==> config.mk <==
export PLATFORM = sky130hd
export DESIGN_NAME = ashi_top
export DESIGN_NICKNAME = d
export VERILOG_FILES = /design/src/hdl/ashi_pkg.sv /design/src/hdl/ashi_top.sv /design/src/hdl/ashi_sync.sv
export VERILOG_INCLUDE_DIRS = /design/src /design/src/hdl
export SDC_FILE = /design/constraint.sdc
export NUM_CORES = 1
export LEC_CHECK = 0
export BUFFER_PORTS_ARGS = -buffer_cell sky130_fd_sc_hd__buf_2
export CELL_PAD_IN_SITES_DETAIL_PLACEMENT = 1
export CELL_PAD_IN_SITES_GLOBAL_PLACEMENT = 1
export CORE_ASPECT_RATIO = 1.4
export CORE_MARGIN = 5
export CORE_UTILIZATION = 35
export CTS_CLUSTER_DIAMETER = 40
export DETAILED_ROUTE_END_ITERATION = 10
export PLACE_DENSITY_LB_ADDON = 0.2
export RECOVER_POWER = 25
export SETUP_SLACK_MARGIN = 0.5
export SLEW_MARGIN = 0
export SYNTH_ARGS = -nofsm -noshare
export SYNTH_HDL_FRONTEND = slang
export SYNTH_SLANG_ARGS = --single-unit
==> constraint.sdc <==
create_clock -name clock -period 6.8 [get_ports clock]
set_input_delay 1.36 -clock clock [delete_from_list [all_inputs] [get_ports clock]]
set_output_delay 1.36 -clock clock [all_outputs]
set_load 0.03 [all_outputs]
==> src/hdl/ashi_defs.svh <==
// constants of the converter serial host interface
// assumes inclusion by bare name from the main module
`ifndef ASHI_DEFS_SVH
`define ASHI_DEFS_SVH

`define ASHI_REG_COUNT 16
`define ASHI_REG_MODE 4'h0
`define ASHI_REG_MFP 4'h1
`define ASHI_REG_GPIO 4'h2
`define ASHI_REG_STATUS 4'h3

`define ASHI_MODE_CONV_BIT 0
`define ASHI_MFP_SEL_MSB 1
`define ASHI_MFP_SEL_LSB 0
`define ASHI_GPIO_OUT_BIT 0
`define ASHI_GPIO_OE_BIT 1
`define ASHI_STAT_GPIN_BIT 0
`define ASHI_STAT_BUSY_BIT 1
`define ASHI_STAT_ALERT_BIT 2

`define ASHI_RST_MODE 8'h00
`define ASHI_RST_MFP 8'h00
`define ASHI_RST_GPIO 8'h00
`define ASHI_RST_OTHER 8'h00

`define ASHI_ADDR_LAST_BIT 5'h07
`define ASHI_DATA_LAST_BIT 5'h0F
`define ASHI_CMD_LAST_BIT 5'h04
`define ASHI_CMD_EXIT 5'h0A
`define ASHI_CMD_CHSEL_BIT 4

`endif

==> src/hdl/ashi_pkg.sv <==
// types of the converter serial host interface
// assumes no other file; only the main module includes the constants header
package ashi_pkg;
  typedef logic [15:0] ashi_result_t;
  typedef logic [3:0] ashi_chan_t;
  typedef enum logic [1:0] {MFP_GPIO, MFP_ALERT, MFP_BUSY, MFP_SDO2} ashi_mfp_t;
  typedef enum logic [2:0] {PH_IDLE, PH_ADDR, PH_DATA, PH_CMD, PH_SKIP} ashi_phase_t;
  typedef enum logic {CV_IDLE, CV_BUSY} ashi_conv_t;
endpackage

==> src/hdl/ashi_top.sv <==
// serial host interface of a multichannel converter: spi slave, config
// registers, 5-bit conversion commands, convert start and multi-function pin
// assumes sck well below clock/4; core signals share this clock
// Functional notes
// a low hardware reset returns every configuration register to its default.
// in register mode a read transaction shifts register contents out on sdo.
// in conversion mode the conversion result is shifted out on sdo.
// sdo changes only on a falling edge of the serial clock (or frame start); the code also loads sdo when a result lands under a held-low chip select.
// the host serial clock times both sdo output and sdi input in both modes.
// in register mode sdi carries read and write transactions that are decoded.
// in conversion mode each 5-bit sdi command is accepted and acted on; the code acts only on a frame's first command, if channel select or exit.
// in conversion mode a convert_start rising edge starts one conversion.
// in register mode chip select low frames each register transaction.
// in conversion mode the host may hold chip select low or frame each readback.
// a 4-wire host may tie convert_start to chip select.
// the multi-function pin serves as gpio, alert, busy or second sdo.
// sdi is sampled on the rising serial clock edge.
`timescale 1ns/1ns
`include "ashi_defs.svh"
module ashi_top (
  input wire logic clock,
  input wire logic reset_n,
  input wire logic sck,
  input wire logic cs_n,
  input wire logic sdi,
  input wire logic convert_start,
  input wire logic multi_function_pin_in,
  output logic sdo,
  output logic multi_function_pin_out,
  output logic multi_function_pin_oe,
  output logic conv_start,
  input wire logic conv_done,
  input wire ashi_pkg::ashi_result_t conv_data,
  input wire logic alert_flag,
  output ashi_pkg::ashi_chan_t channel_sel,
  output logic conversion_mode
);
  import ashi_pkg::*;

  function automatic logic reg_mapped(input logic [6:0] a);
    return a < 7'(`ASHI_REG_COUNT);
  endfunction

  function automatic logic [7:0] reg_read(input logic [6:0] a, input logic [7:0] v,
                                          input logic [7:0] st);
    if (!reg_mapped(a))
      return 8'h00;
    else if (a[3:0] == `ASHI_REG_STATUS)
      return st;
    else
      return v;
  endfunction

  logic [4:0] pin_s;
  logic sck_s, cs_s, sdi_s, cnv_s, mfp_s;
  logic sck_rise, sck_fall, cs_fall, cnv_rise;

  // pins cross into the clock domain before anything looks at them
  ashi_sync #(.WIDTH(5)) u_sync (
    .clock(clock),
    .reset_n(reset_n),
    .pins({multi_function_pin_in, convert_start, sdi, ~cs_n, sck}), // cleared flop: deselected
    .pins_sync(pin_s)
  );
  assign sck_s = pin_s[0];
  assign cs_s = ~pin_s[1];
  assign sdi_s = pin_s[2];
  assign cnv_s = pin_s[3];
  assign mfp_s = pin_s[4];

  logic [7:0] reg_q [`ASHI_REG_COUNT];
  logic [7:0] reg_d [`ASHI_REG_COUNT];
  ashi_phase_t phase_q, phase_d;
  ashi_conv_t conv_st_q, conv_st_d;
  logic [4:0] bit_cnt_q, bit_cnt_d;
  logic [15:0] rx_q, rx_d;
  logic [15:0] tx_q, tx_d;
  logic [7:0] tx2_q, tx2_d;
  logic [6:0] addr_q, addr_d;
  logic rd_q, rd_d;
  logic sdo_q, sdo_d, sdo2_q, sdo2_d;
  ashi_result_t result_q, result_d;
  ashi_chan_t chan_q, chan_d;
  logic conv_start_q, conv_start_d;
  logic mfp_out_q, mfp_out_d, mfp_oe_q, mfp_oe_d;
  logic sck_p_q, cs_p_q, cnv_p_q;

  logic conv_mode;
  ashi_mfp_t mfp_sel;
  logic dual;
  logic [7:0] status;
  logic [15:0] rx_next;
  logic ld_done;
  ashi_result_t ld_src;

  assign sck_rise = sck_s & ~sck_p_q;
  assign sck_fall = ~sck_s & sck_p_q;
  assign cs_fall = ~cs_s & cs_p_q;
  assign cnv_rise = cnv_s & ~cnv_p_q;
  assign conv_mode = reg_q[`ASHI_REG_MODE][`ASHI_MODE_CONV_BIT];
  assign mfp_sel = ashi_mfp_t'(reg_q[`ASHI_REG_MFP][`ASHI_MFP_SEL_MSB:`ASHI_MFP_SEL_LSB]);
  assign dual = conv_mode && (mfp_sel == MFP_SDO2);
  assign rx_next = {rx_q[14:0], sdi_s};
  // held-low chip select: a fresh result is presented once, before any clocking
  assign ld_done = (conv_st_q == CV_BUSY) && conv_done && conv_mode && !cs_s &&
                   !cs_fall && (bit_cnt_q == 5'h00) && !sck_fall;
  assign ld_src = cs_fall ? result_q : conv_data;

  always_comb begin
    status = 8'h00;
    status[`ASHI_STAT_GPIN_BIT] = mfp_s;
    status[`ASHI_STAT_BUSY_BIT] = (conv_st_q == CV_BUSY);
    status[`ASHI_STAT_ALERT_BIT] = alert_flag;
  end

  always_comb begin
    reg_d = reg_q;
    phase_d = phase_q;
    conv_st_d = conv_st_q;
    bit_cnt_d = bit_cnt_q;
    rx_d = rx_q;
    tx_d = tx_q;
    tx2_d = tx2_q;
    addr_d = addr_q;
    rd_d = rd_q;
    sdo_d = sdo_q;
    sdo2_d = sdo2_q;
    result_d = result_q;
    chan_d = chan_q;
    conv_start_d = 1'b0;
    // conversion request; edges during a busy conversion are ignored
    if (conv_mode && cnv_rise && (conv_st_q == CV_IDLE)) begin
      conv_start_d = 1'b1;
      conv_st_d = CV_BUSY;
    end
    if ((conv_st_q == CV_BUSY) && conv_done) begin
      result_d = conv_data;
      conv_st_d = CV_IDLE;
    end
    if (cs_s) begin
      phase_d = PH_IDLE;
      bit_cnt_d = 5'h00;
    end else if (cs_fall || ld_done) begin
      if (cs_fall) begin
        phase_d = conv_mode ? PH_CMD : PH_ADDR;
        bit_cnt_d = 5'h00;
        rx_d = 16'h0000;
      end
      if (conv_mode && dual) begin
        sdo_d = ld_src[15];
        tx_d = {ld_src[14:8], 9'h000};
        sdo2_d = ld_src[7];
        tx2_d = {ld_src[6:0], 1'b0};
      end else if (conv_mode) begin
        sdo_d = ld_src[15];
        tx_d = {ld_src[14:0], 1'b0};
      end else begin
        sdo_d = 1'b0;
        tx_d = 16'h0000;
      end
    end else begin
      if (sck_rise && (phase_q != PH_IDLE)) begin
        rx_d = rx_next;
        bit_cnt_d = 5'(bit_cnt_q + 5'h01);
        case (phase_q)
          PH_ADDR: begin
            if (bit_cnt_q == `ASHI_ADDR_LAST_BIT) begin
              rd_d = rx_next[7];
              addr_d = rx_next[6:0];
              phase_d = PH_DATA;
              if (rx_next[7])
                tx_d = {reg_read(rx_next[6:0], reg_q[rx_next[3:0]], status), 8'h00};
            end
          end
          PH_DATA: begin
            if (bit_cnt_q == `ASHI_DATA_LAST_BIT) begin
              phase_d = PH_SKIP;
              // status is read-only, unmapped writes vanish
              if (!rd_q && reg_mapped(addr_q) && (addr_q[3:0] != `ASHI_REG_STATUS))
                reg_d[addr_q[3:0]] = rx_next[7:0];
            end
          end
          PH_CMD: begin
            if (bit_cnt_q == `ASHI_CMD_LAST_BIT) begin
              phase_d = PH_SKIP;
              if (rx_next[`ASHI_CMD_CHSEL_BIT])
                chan_d = rx_next[3:0];
              else if (rx_next[4:0] == `ASHI_CMD_EXIT)
                reg_d[`ASHI_REG_MODE][`ASHI_MODE_CONV_BIT] = 1'b0;
            end
          end
          PH_SKIP: begin
          end
          default: phase_d = PH_IDLE;
        endcase
      end
      if (sck_fall) begin
        sdo_d = tx_q[15];
        tx_d = {tx_q[14:0], 1'b0};
        sdo2_d = tx2_q[7];
        tx2_d = {tx2_q[6:0], 1'b0};
      end
    end
    case (mfp_sel)
      MFP_GPIO: begin
        mfp_out_d = reg_q[`ASHI_REG_GPIO][`ASHI_GPIO_OUT_BIT];
        mfp_oe_d = reg_q[`ASHI_REG_GPIO][`ASHI_GPIO_OE_BIT];
      end
      MFP_ALERT: begin
        mfp_out_d = alert_flag;
        mfp_oe_d = 1'b1;
      end
      MFP_BUSY: begin
        mfp_out_d = (conv_st_q == CV_BUSY);
        mfp_oe_d = 1'b1;
      end
      MFP_SDO2: begin
        // second lane only carries data in conversion mode
        mfp_out_d = sdo2_q;
        mfp_oe_d = 1'b1;
      end
      default: begin
        mfp_out_d = 1'b0;
        mfp_oe_d = 1'b0;
      end
    endcase
  end

  always_ff @(posedge clock or negedge reset_n) begin
    if (!reset_n) begin
      for (int i = 0; i < `ASHI_REG_COUNT; i++)
        reg_q[i] <= `ASHI_RST_OTHER;
      reg_q[`ASHI_REG_MODE] <= `ASHI_RST_MODE;
      reg_q[`ASHI_REG_MFP] <= `ASHI_RST_MFP;
      reg_q[`ASHI_REG_GPIO] <= `ASHI_RST_GPIO;
      phase_q <= PH_IDLE;
      conv_st_q <= CV_IDLE;
      bit_cnt_q <= 5'h00;
      rx_q <= 16'h0000;
      tx_q <= 16'h0000;
      tx2_q <= 8'h00;
      addr_q <= 7'h00;
      rd_q <= 1'b0;
      sdo_q <= 1'b0;
      sdo2_q <= 1'b0;
      result_q <= 16'h0000;
      chan_q <= 4'h0;
      conv_start_q <= 1'b0;
      mfp_out_q <= 1'b0;
      mfp_oe_q <= 1'b0;
      sck_p_q <= 1'b0;
      cs_p_q <= 1'b1;
      cnv_p_q <= 1'b0;
    end else begin
      reg_q <= reg_d;
      phase_q <= phase_d;
      conv_st_q <= conv_st_d;
      bit_cnt_q <= bit_cnt_d;
      rx_q <= rx_d;
      tx_q <= tx_d;
      tx2_q <= tx2_d;
      addr_q <= addr_d;
      rd_q <= rd_d;
      sdo_q <= sdo_d;
      sdo2_q <= sdo2_d;
      result_q <= result_d;
      chan_q <= chan_d;
      conv_start_q <= conv_start_d;
      mfp_out_q <= mfp_out_d;
      mfp_oe_q <= mfp_oe_d;
      sck_p_q <= sck_s;
      cs_p_q <= cs_s;
      cnv_p_q <= cnv_s;
    end
  end

  assign sdo = sdo_q;
  assign multi_function_pin_out = mfp_out_q;
  assign multi_function_pin_oe = mfp_oe_q;
  assign conv_start = conv_start_q;
  assign channel_sel = chan_q;
  assign conversion_mode = conv_mode;
endmodule // ashi_top

==> src/hdl/ashi_sync.sv <==
// two-flop synchroniser for a group of pin inputs
// assumes every bit is an independent level from outside the clock domain
`timescale 1ns/1ns
module ashi_sync #(
  parameter int WIDTH = 5
) (
  input wire logic clock,
  input wire logic reset_n,
  input wire logic [WIDTH-1:0] pins,
  output logic [WIDTH-1:0] pins_sync
);
  logic [WIDTH-1:0] stage1_q;
  logic [WIDTH-1:0] stage2_q;

  // first stage feeds only the second
  always_ff @(posedge clock or negedge reset_n) begin
    if (!reset_n) begin
      stage1_q <= '0;
      stage2_q <= '0;
    end else begin
      stage1_q <= pins;
      stage2_q <= stage1_q;
    end
  end

  assign pins_sync = stage2_q;
endmodule // ashi_sync

==> flow_metrics.py, run 1 <==
metrics = {
    "run_status": {
        "status": "complete, no violations",
    },
    "drt": {
        "viasPerCell": 5.33,
        "route.detailed.wl_per_inst_microns": 21.9,
        "finalWirelength_microns": 25200,
        "highest_layer": "met4",
        "antenna_left": 0,
        "met3_length_microns": 863,
        "drc": 0,
        "drtIter0Drc": 236,
        "num_vias": 6119,
        "met1_length_microns": 10000,
        "met2_length_microns": 13400,
        "firstDrtPassIters": 6,
    },
    "layout": {
        "diodes": 0,
        "area_delta_synth_final_pct": 14.7,
        "nets": 783,
        "drive_gt1_frac": 0.386,
    },
    "worst_setup_path": {
        "path_delay_family": "simple AND/OR/NAND/NOR gates",
        "slowest_stage": "nor4_1",
        "path_cells": "ha_1, nor4bb_1, nand4_1, nor4_1, o2111ai_1, o21ai_1",
        "cp.required_ns": 7.29,
        "critPathBufInv": 0,
        "crit_path_start_kind": "register",
        "rrSetupSlack_ns": 3.66,
        "endpoint_kind": "register",
        "worst-endpoint-arrival_ns": 3.63,
        "cpPeakStageDelay_ns": 0.79,
        "crit_type": "register to register",
        "critPathMaxFanout": 14,
    },
    "clock_tree": {
        "post_cts_buffers": 0,
        "hold_buffers": 0,
        "clockRootBuffer": "clkbuf_16",
        "cts_made_buffers": 30,
        "cts_resized": 0,
        "tritoncts": "built",
        "clk_path_buf_depth": 3,
        "clk_latency_ns": 0.57,
        "cts_sinks": 208,
        "clk_pin_slew_ns": 0.06,
        "ctsHtreeMaxLevel": 1,
    },
    "logic_synthesis": {
        "synth_cell_types": 57,
        "ys_async_sr_fraction": 1.00,
        "synth-seq-cells": 208,
        "syn_inst": 739,
        "synthFlopType": "dfrtp_1",
        "synth_edf_count": 0,
        "avgSynthCellArea_sq_um": 13.2,
        "yosys_warnings": 0,
        "synth_nets": 767,
        "ys_seq_area_frac": 0.535,
        "syn_area_sq_um": 9730,
    },
    "power": {
        "switching_share": 0.272,
        "p_comb_frac": 0.086,
        "powerDensity_nw_per_um2": 282,
        "irDropWorstVdd_v": 0.000170,
        "finalPower_w": 0.00315,
        "seq_power_share": 0.442,
        "p_leak_nw": 5.19,
        "switching_power_w": 0.000856,
        "p_int_w": 0.00230,
        "clockPowerShare": 0.472,
    },
    "global_routing": {
        "grt_pass1_wl_microns": 40400,
        "first_global_vias": 6952,
        "overflow": 0,
        "grt_use_total": 0.163,
        "grt_start_max_net_pins": 105,
        "antenna_found_initial": 0,
    },
    "min_path": {
        "min_path_type": "register to register",
    },
    "sta": {
        "min_period_ns": 3.14,
        "slew_violations": 0,
        "max_slew_margin": 0.240,
        "finalClockSkew_ns": 0.0248,
        "tns_ns": 0,
        "hold_viol_final": 0,
        "rsz0062_at_grt": "no",
        "timing.fmax_mhz": 318,
        "worstMarginPinSlew_ns": 1.14,
        "setup-violations-final": 0,
        "whs_ns": 0.345,
        "finalCritPeriodShare": 0.462,
    },
    "floorplanning": {
        "core.rowCount": 72,
        "die_w_microns": 151,
        "dieArea_sq_um": 31300,
        "start_util": 0.353,
        "die_h_microns": 207,
        "core_sq_um": 27600,
        "ios": 34,
    },
    "place": {
        "dp_hpwl_microns": 16900,
        "io_buffers": 33,
        "gp_congestion": 0.780,
    },
    "job": {
        "cap_violations": 0,
    },
}
metrics by stage:
stage | util | setup slack (ns) | cell area [sq um] | std cells
after global placement | 0.369 | 3.32 | 10200 | 1093
after floorplan | - | 3.82 | 9730 | 739
after global routing | 0.405 | 3.22 | 11200 | 1149
after CTS | 0.405 | 3.60 | 11200 | 1149
after detailed placement | 0.369 | 3.27 | 10200 | 1093
final | 0.405 | 3.66 | 11200 | 1149
Yosys cell counts, types with 3 or more instances:
cell       count  area share
a211oi_1       3      0.0023
a21oi_1       14      0.0072
o2111ai_1      6      0.0054
dfrtp_1      207        0.53
nor4bb_1       3      0.0031
mux2_4        24       0.037
nand2b_1       7      0.0045
a222oi_1       7      0.0072
nor2_2         7      0.0045
inv_1         12      0.0046
or2_2          4      0.0026
nand4_1        5      0.0032
nor2_1        16      0.0062
a21o_1         7      0.0054
mux2i_1       14       0.014
nor3_1         8      0.0041
buf_2          7      0.0036
o22ai_1        4      0.0026
o21ai_0       34       0.017
nor4_1         4      0.0026
o31ai_1        4      0.0031
or4_1          3      0.0023
nor2b_1        6      0.0039
or4_4          3      0.0035
mux2_2       135        0.16
ha_1           3      0.0039
mux4_2        29       0.067
buf_6          4      0.0046
nand4b_1       3      0.0027
nor3b_1        3      0.0023
a21boi_0       3      0.0023
buf_1          7      0.0027
and2_1         4      0.0026
or3_1          3      0.0019
nand2_1       49       0.019
nand3_1       21       0.011
clkbuf_1      38       0.015
per-layer routing:
layer  up-vias  global-route usage
li1       2751                   -
met1      3224               0.194
met2        94               0.292
met3        50              0.0251
met4         0              0.0651
met5         -                   0
sequential cells by signal (all words and copies together), names as in the netlist, 2 cells and up:
name,count
reg_q,121
result_q,16
tx_q,15
addr_q,7
rx_q,7
tx2_q,7
bit_cnt_q,5
u_sync.pins_sync,5
u_sync.stage1_q,5
channel_sel,4
phase_q,3
mfp_sel,2
placed cells by master, fill, tap and decap left out, drive strengths merged, types with 7 or more instances in the layout:
| master | synthesis | layout |
|---|---|---|
| buf | 18 | 39 |
| nand3 | 22 | 22 |
| nor3 | 8 | 8 |
| mux2 | 159 | 159 |
| clkinv | 0 | 9 |
| dfrtp | 207 | 207 |
| a21o | 7 | 7 |
| a222oi | 7 | 7 |
| mux2i | 14 | 14 |
| a21oi | 14 | 14 |
| inv | 12 | 18 |
| mux4 | 29 | 29 |
| nand2b | 7 | 7 |
| nor2 | 23 | 23 |
| o21ai | 36 | 36 |
| nand2 | 49 | 49 |
| clkbuf | 38 | 39 |
cell families after synthesis:
kind of cell               Yosys count  synth area share
AOI/OAI and AO/OA                   95            0.0630
adders and majority gates            3           0.00386
and+or+nand+nor                    163            0.0932
muxes                              202             0.275
buffers and inverters               68            0.0302
DFF                                208             0.535
final cells by class:
class	instances	area [sq um]
clock buffers	38	831
clock inverters	18	151
fillers	2876	16400
inverters	12	45.0
multi-input cells	463	4240
flip-flops and latches	208	5210
well taps	370	463
repair buffers	40	226
final timing paths:
path / startpoint / to / depth (start not counted)
worst max-delay path: bit_cnt_q[0]$_DFFE_PN0P_ / tx_q[8]$_DFFE_PN0P_ / 6
worst min-delay path: u_sync.stage1_q[2]$_DFF_PN0_ / u_sync.pins_sync[2]$_DFF_PN0_ / 0
worst max register to register: bit_cnt_q[0]$_DFFE_PN0P_ / tx_q[8]$_DFFE_PN0P_ / 6
worst min register to register: u_sync.stage1_q[2]$_DFF_PN0_ / u_sync.pins_sync[2]$_DFF_PN0_ / 0
max in group asynchronous: reset_n / reg_q[56]$_DFFE_PN0P_ / 2
min in group asynchronous: reset_n / u_sync.pins_sync[1]$_DFF_PN0_ / 1
power groups by stage:
| stage | Combinational [W] | Sequential (W) | Clock [W] |
|---|---|---|---|
| floorplan | 0.000197 | 0.00136 | 0 |
| global placement | 0.000265 | 0.00141 | 0 |
| detailed placement | 0.000277 | 0.00141 | 0 |
| CTS | 0.000278 | 0.00139 | 0.00153 |
| global route | 0.000301 | 0.00140 | 0.00158 |
| finish | 0.000271 | 0.00139 | 0.00149 |
Note: power is estimated with default switching activity, not from simulation.
==> run 2: changes to the inputs <==
==> constraint.sdc (replaced) <==
create_clock -name clock -period 3.3 [get_ports clock]
set_input_delay 0.66 -clock clock [delete_from_list [all_inputs] [get_ports clock]]
set_output_delay 0.66 -clock clock [all_outputs]
set_load 0.03 [all_outputs]
==> flow_metrics.py, run 2 (synthesis results as in run 1) <==
metrics = {
    "floorplanning": {
        "ios": 34,
        "die_w_microns": 151,
        "dieArea_sq_um": 31300,
        "start_util": 0.353,
        "core.rowCount": 72,
        "die_h_microns": 207,
        "core_sq_um": 27600,
    },
    "drt": {
        "antenna_left": 0,
        "firstDrtPassIters": 4,
        "finalWirelength_microns": 25500,
        "viasPerCell": 5.35,
        "drtIter0Drc": 213,
        "route.detailed.wl_per_inst_microns": 21.8,
        "num_vias": 6236,
        "drc": 0,
    },
    "worst_setup_path": {
        "worst-endpoint-arrival_ns": 3.04,
        "critPathBufInv": 0,
        "crit_path_start_kind": "register",
        "critPathMaxFanout": 8,
        "path_cells": "ha_1, and3_1, ha_1, and2_1, and3_1, nand4b_1, mux2_2",
        "r2r_end": "reg_q[109]$_DFFE_PN0P_",
        "slowest_stage": "nand4b_1",
        "cp.required_ns": 3.72,
        "path_delay_family": "simple AND/OR/NAND/NOR gates",
        "cpPeakStageDelay_ns": 0.52,
        "r2r-start": "bit_cnt_q[0]$_DFFE_PN0P_",
        "crit_type": "register to register",
        "cp.depth": 7,
        "rrSetupSlack_ns": 0.68,
        "worst-r2r-cell-count": 7,
        "endpoint_kind": "register",
    },
    "clock_tree": {
        "tritoncts": "built",
        "cts_resized": 0,
        "post_cts_buffers": 0,
        "ctsHtreeMaxLevel": 1,
        "clk_path_buf_depth": 3,
        "cts_sinks": 208,
        "clk_pin_slew_ns": 0.06,
        "clockRootBuffer": "clkbuf_16",
        "cts_made_buffers": 30,
        "hold_buffers": 0,
        "clk_latency_ns": 0.56,
    },
    "sta": {
        "hold_viol_final": 0,
        "min_period_ns": 2.62,
        "slew_violations": 82,
        "rsz0062_at_grt": "no",
        "timing.fmax_mhz": 382,
        "finalCritPeriodShare": 0.794,
        "finalClockSkew_ns": 0.0208,
        "tns_ns": 0,
        "worstMarginPinSlew_ns": 2.19,
        "setup-violations-final": 0,
        "max_slew_margin": -0.461,
    },
    "min_path": {
        "min_path_cells": 1,
        "min_to": "u_sync.stage1_q[3]$_DFF_PN0_",
        "hp-start": "convert_start",
        "min_path_type": "input port to register",
    },
    "power": {
        "irDropWorstVdd_v": 0.000325,
        "seq_power_share": 0.420,
        "switching_power_w": 0.00179,
        "switching_share": 0.261,
        "p_int_w": 0.00507,
        "p_leak_nw": 5.34,
        "finalPower_w": 0.00686,
        "p_comb_frac": 0.083,
        "powerDensity_nw_per_um2": 601,
        "clockPowerShare": 0.497,
    },
    "place": {
        "postPlaceCellArea_sq_um": 10300,
        "io_buffers": 33,
        "dp_hpwl_microns": 17500,
        "gp_congestion": 0.790,
    },
    "layout": {
        "diodes": 0,
        "top_register": "reg_q",
        "reg.largest.list": "reg_q x121, result_q x16, tx_q x15",
        "area_delta_synth_final_pct": 17.4,
        "final_common_cell": "dfrtp_1",
        "final_cell_area_sq_um": 11400,
        "largest_reg_flops": 121,
        "drive_gt1_frac": 0.407,
        "nets": 800,
        "layout_common_cells": "dfrtp_1 (205), mux2_2 (135), nand2_1 (49)",
    },
    "global_routing": {
        "overflow": 0,
        "grt_pass1_wl_microns": 41100,
        "first_global_vias": 7019,
        "grt_start_max_net_pins": 83,
        "antenna_found_initial": 0,
        "grt_use_total": 0.166,
    },
    "run_status": {
        "violations": "max-capacitance violations, max-slew violations",
        "status": "finished with violations",
    },
    "job": {
        "cap_violations": 1,
    },
}
[run 2: stage by stage]
step / utilization / cells / setup WS [ns] / hold WS [ns]
2_1_floorplan: - / 739 / 0.989 / 0.331
3_3_place_gp: 0.375 / 1110 / 0.563 / 0.334
3_5_place_dp: 0.375 / 1110 / 0.475 / 0.339
4_1_cts: 0.414 / 1166 / 0.455 / 0.124
5_1_grt: 0.414 / 1166 / 0.499 / 0.196
6_report: 0.414 / 1166 / 0.680 / 0.214
[run 2: power by group through the flow]
stage                     combinational [W]  clock (W)  sequential [W]
after floorplan                    0.000406          0         0.00281
after global placement             0.000561          0         0.00292
after detailed placement           0.000581          0         0.00293
after CTS                          0.000585    0.00349         0.00289
after global routing               0.000631    0.00362         0.00290
final                              0.000567    0.00341         0.00289
[run 2: worst max path at each step]
stage | start | endpoint
after floorplan | bit_cnt_q[0]$_DFFE_PN0P_ | reg_q[24]$_DFFE_PN0P_
after global placement | conv_done | reg_q[42]$_DFFE_PN0P_
after detailed placement | bit_cnt_q[0]$_DFFE_PN0P_ | reg_q[72]$_DFFE_PN0P_
after CTS | bit_cnt_q[0]$_DFFE_PN0P_ | reg_q[72]$_DFFE_PN0P_
after global routing | bit_cnt_q[0]$_DFFE_PN0P_ | reg_q[110]$_DFFE_PN0P_
final | bit_cnt_q[0]$_DFFE_PN0P_ | reg_q[109]$_DFFE_PN0P_
[run 2: area by class of cell]
cell class                 count  area, sq um
clock buffer                  35          821
clock inverter                21          260
sequential                   208         5210
timing repair buffer          57          370
fill                        2880        16100
inverter                      12         45.0
tap                          370          463
multi-input combinational    463         4260
[run 2: layer usage]
layer	share of wire	GRT usage	wire length, microns	vias to the layer above
li1	-	-	-	2783
met1	0.39	0.198	9990	3322
met2	0.55	0.308	14100	98
met3	0.033	0.0245	840	33
met4	0.022	0.0463	551	0
met5	0	0	0	-
==> run 3: changes to the inputs <==
==> constraint.sdc (replaced) <==
create_clock -name clock -period 2.35 [get_ports clock]
set_input_delay 0.47 -clock clock [delete_from_list [all_inputs] [get_ports clock]]
set_output_delay 0.47 -clock clock [all_outputs]
set_load 0.03 [all_outputs]
==> flow_metrics.py, run 3 (synthesis results as in run 1) <==
metrics = {
    "drt": {
        "viasPerCell": 5.27,
        "route.detailed.wl_per_inst_microns": 22.4,
        "num_vias": 6515,
        "antenna_left": 0,
        "drc": 0,
        "met1_length_microns": 10800,
        "met3_length_microns": 844,
        "firstDrtPassIters": 4,
        "finalWirelength_microns": 27700,
        "highest_layer": "met4",
        "drtIter0Drc": 254,
        "met2_length_microns": 15400,
    },
    "power": {
        "switching_power_w": 0.00255,
        "powerDensity_nw_per_um2": 757,
        "p_comb_frac": 0.118,
        "irDropWorstVdd_v": 0.000495,
        "clockPowerShare": 0.478,
        "switching_share": 0.261,
        "p_leak_nw": 5.89,
        "p_int_w": 0.00725,
        "seq_power_share": 0.404,
    },
    "clock_tree": {
        "clk_pin_slew_ns": 0.06,
        "tritoncts": "built",
        "clockRootBuffer": "clkbuf_16",
        "ctsHtreeMaxLevel": 1,
        "clk_path_buf_depth": 3,
        "clk_latency_ns": 0.56,
        "cts_made_buffers": 30,
        "cts_sinks": 208,
    },
    "sta": {
        "rsz0062_at_grt": "yes",
        "min_period_ns": 2.35,
        "worstMarginPinSlew_ns": 1.35,
        "hold_viol_final": 0,
        "setup-violations-final": 2,
        "slew_violations": 0,
        "tns_ns": -0.00459,
        "finalCritPeriodShare": 1.00,
        "max_slew_margin": 0.101,
        "timing.fmax_mhz": 425,
        "worst_slack_ns": -0.00343,
        "finalClockSkew_ns": 0.0117,
        "whs_ns": 0.0272,
    },
    "global_routing": {
        "overflow": 0,
        "grt_start_max_net_pins": 50,
        "first_global_vias": 7571,
        "grt_pass1_wl_microns": 44400,
        "grt_use_total": 0.180,
        "antenna_found_initial": 1,
    },
    "place": {
        "io_buffers": 33,
        "place_ws_ns": -0.0334,
        "postPlaceCellArea_sq_um": 10900,
        "gp_congestion": 0.775,
        "dp_hpwl_microns": 18200,
    },
    "layout": {
        "largest_reg_flops": 121,
        "drive_gt1_frac": 0.508,
        "top_register": "reg_q",
        "layout_common_cells": "dfrtp_1 (204), mux2_4 (90), mux2_2 (69)",
        "final_cell_area_sq_um": 13000,
        "fin_util": 0.470,
        "nets": 871,
        "area_delta_synth_final_pct": 33.1,
        "final_common_cell": "dfrtp_1",
        "reg.largest.list": "reg_q x121, result_q x16, tx_q x15",
    },
    "min_path": {
        "min_path_type": "input port to register",
    },
    "worst_setup_path": {
        "cp.required_ns": 2.78,
        "worst-endpoint-arrival_ns": 2.79,
        "endpoint_kind": "register",
        "crit_type": "register to register",
        "crit_path_start_kind": "register",
        "critPathMaxFanout": 8,
        "rrSetupSlack_ns": -0.003,
    },
    "floorplanning": {
        "die_w_microns": 151,
        "core.rowCount": 72,
        "start_util": 0.353,
        "ios": 34,
        "dieArea_sq_um": 31300,
        "die_h_microns": 207,
        "core_sq_um": 27600,
    },
    "job": {
        "cap_violations": 0,
    },
    "run_status": {
        "violations": "negative setup slack",
        "status": "finished with violations",
    },
}
run 3: per-stage QoR:
step | total power (W) | instances
2_1_floorplan | 0.00454 | 739
3_3_place_gp | 0.00495 | 1144
3_5_place_dp | 0.00500 | 1144
4_1_cts | 0.00988 | 1228
5_1_grt | 0.0102 | 1237
6_report | 0.00980 | 1237
run 3: final cells by class:
type / instances / area (sq um)
Timing Repair Buffer: 128 / 1280
Tap cell: 370 / 463
Inverter: 12 / 45.0
Clock buffer: 39 / 836
Sequential cell: 208 / 5210
Multi-Input combinational cell: 463 / 4900
Clock inverter: 16 / 221
Antenna cell: 1 / 2.50
Fill cell: 2777 / 14600
run 3: final timing paths:
path / startpoint / to / cells past startpoint
max reg2reg: bit_cnt_q[0]$_DFFE_PN0P_ / reg_q[30]$_DFFE_PN0P_ / 8
max: bit_cnt_q[0]$_DFFE_PN0P_ / reg_q[30]$_DFFE_PN0P_ / 8
max in group asynchronous: reset_n / reg_q[116]$_DFFE_PN0P_ / 3
min: multi_function_pin_in / u_sync.stage1_q[4]$_DFF_PN0_ / 1
min in group asynchronous: reset_n / bit_cnt_q[3]$_DFFE_PN0P_ / 2
min reg2reg: u_sync.stage1_q[2]$_DFF_PN0_ / u_sync.pins_sync[2]$_DFF_PN0_ / 0
run 3: power groups by stage:
stage	registers, W	logic (W)	clock network [W]
finish	0.00396	0.00116	0.00469
global route	0.00398	0.00126	0.00496
CTS	0.00396	0.00114	0.00479
detailed placement	0.00401	0.000990	0
global placement	0.00399	0.000957	0
floorplan	0.00395	0.000588	0
run 3: worst max-delay path: stages (launching register included):
cell,delay (ns)
dfrtp_1,0.39
ha_2,0.19
and3_4,0.20
ha_4,0.12
and2_4,0.15
nand3_4,0.14
buf_12,0.17
or4_4,0.54
mux2_4,0.34
run 3: layer usage:
layer,GRT usage,up-vias
li1,-,2935
met1,0.214,3431
met2,0.332,109
met3,0.0229,40
met4,0.0566,0
met5,0,-
run 3: timing repair:
item / 4_1_cts / 5_1_grt
gates cloned: 2 / 1
hold endpoints to repair: 42 / 0
gates resized for setup: 165 / 21
setup buffers: 24 / 7
pin swaps: 33 / 13
endpoints found under the setup margin: 165 / 170
hold buffers: 3 / 0
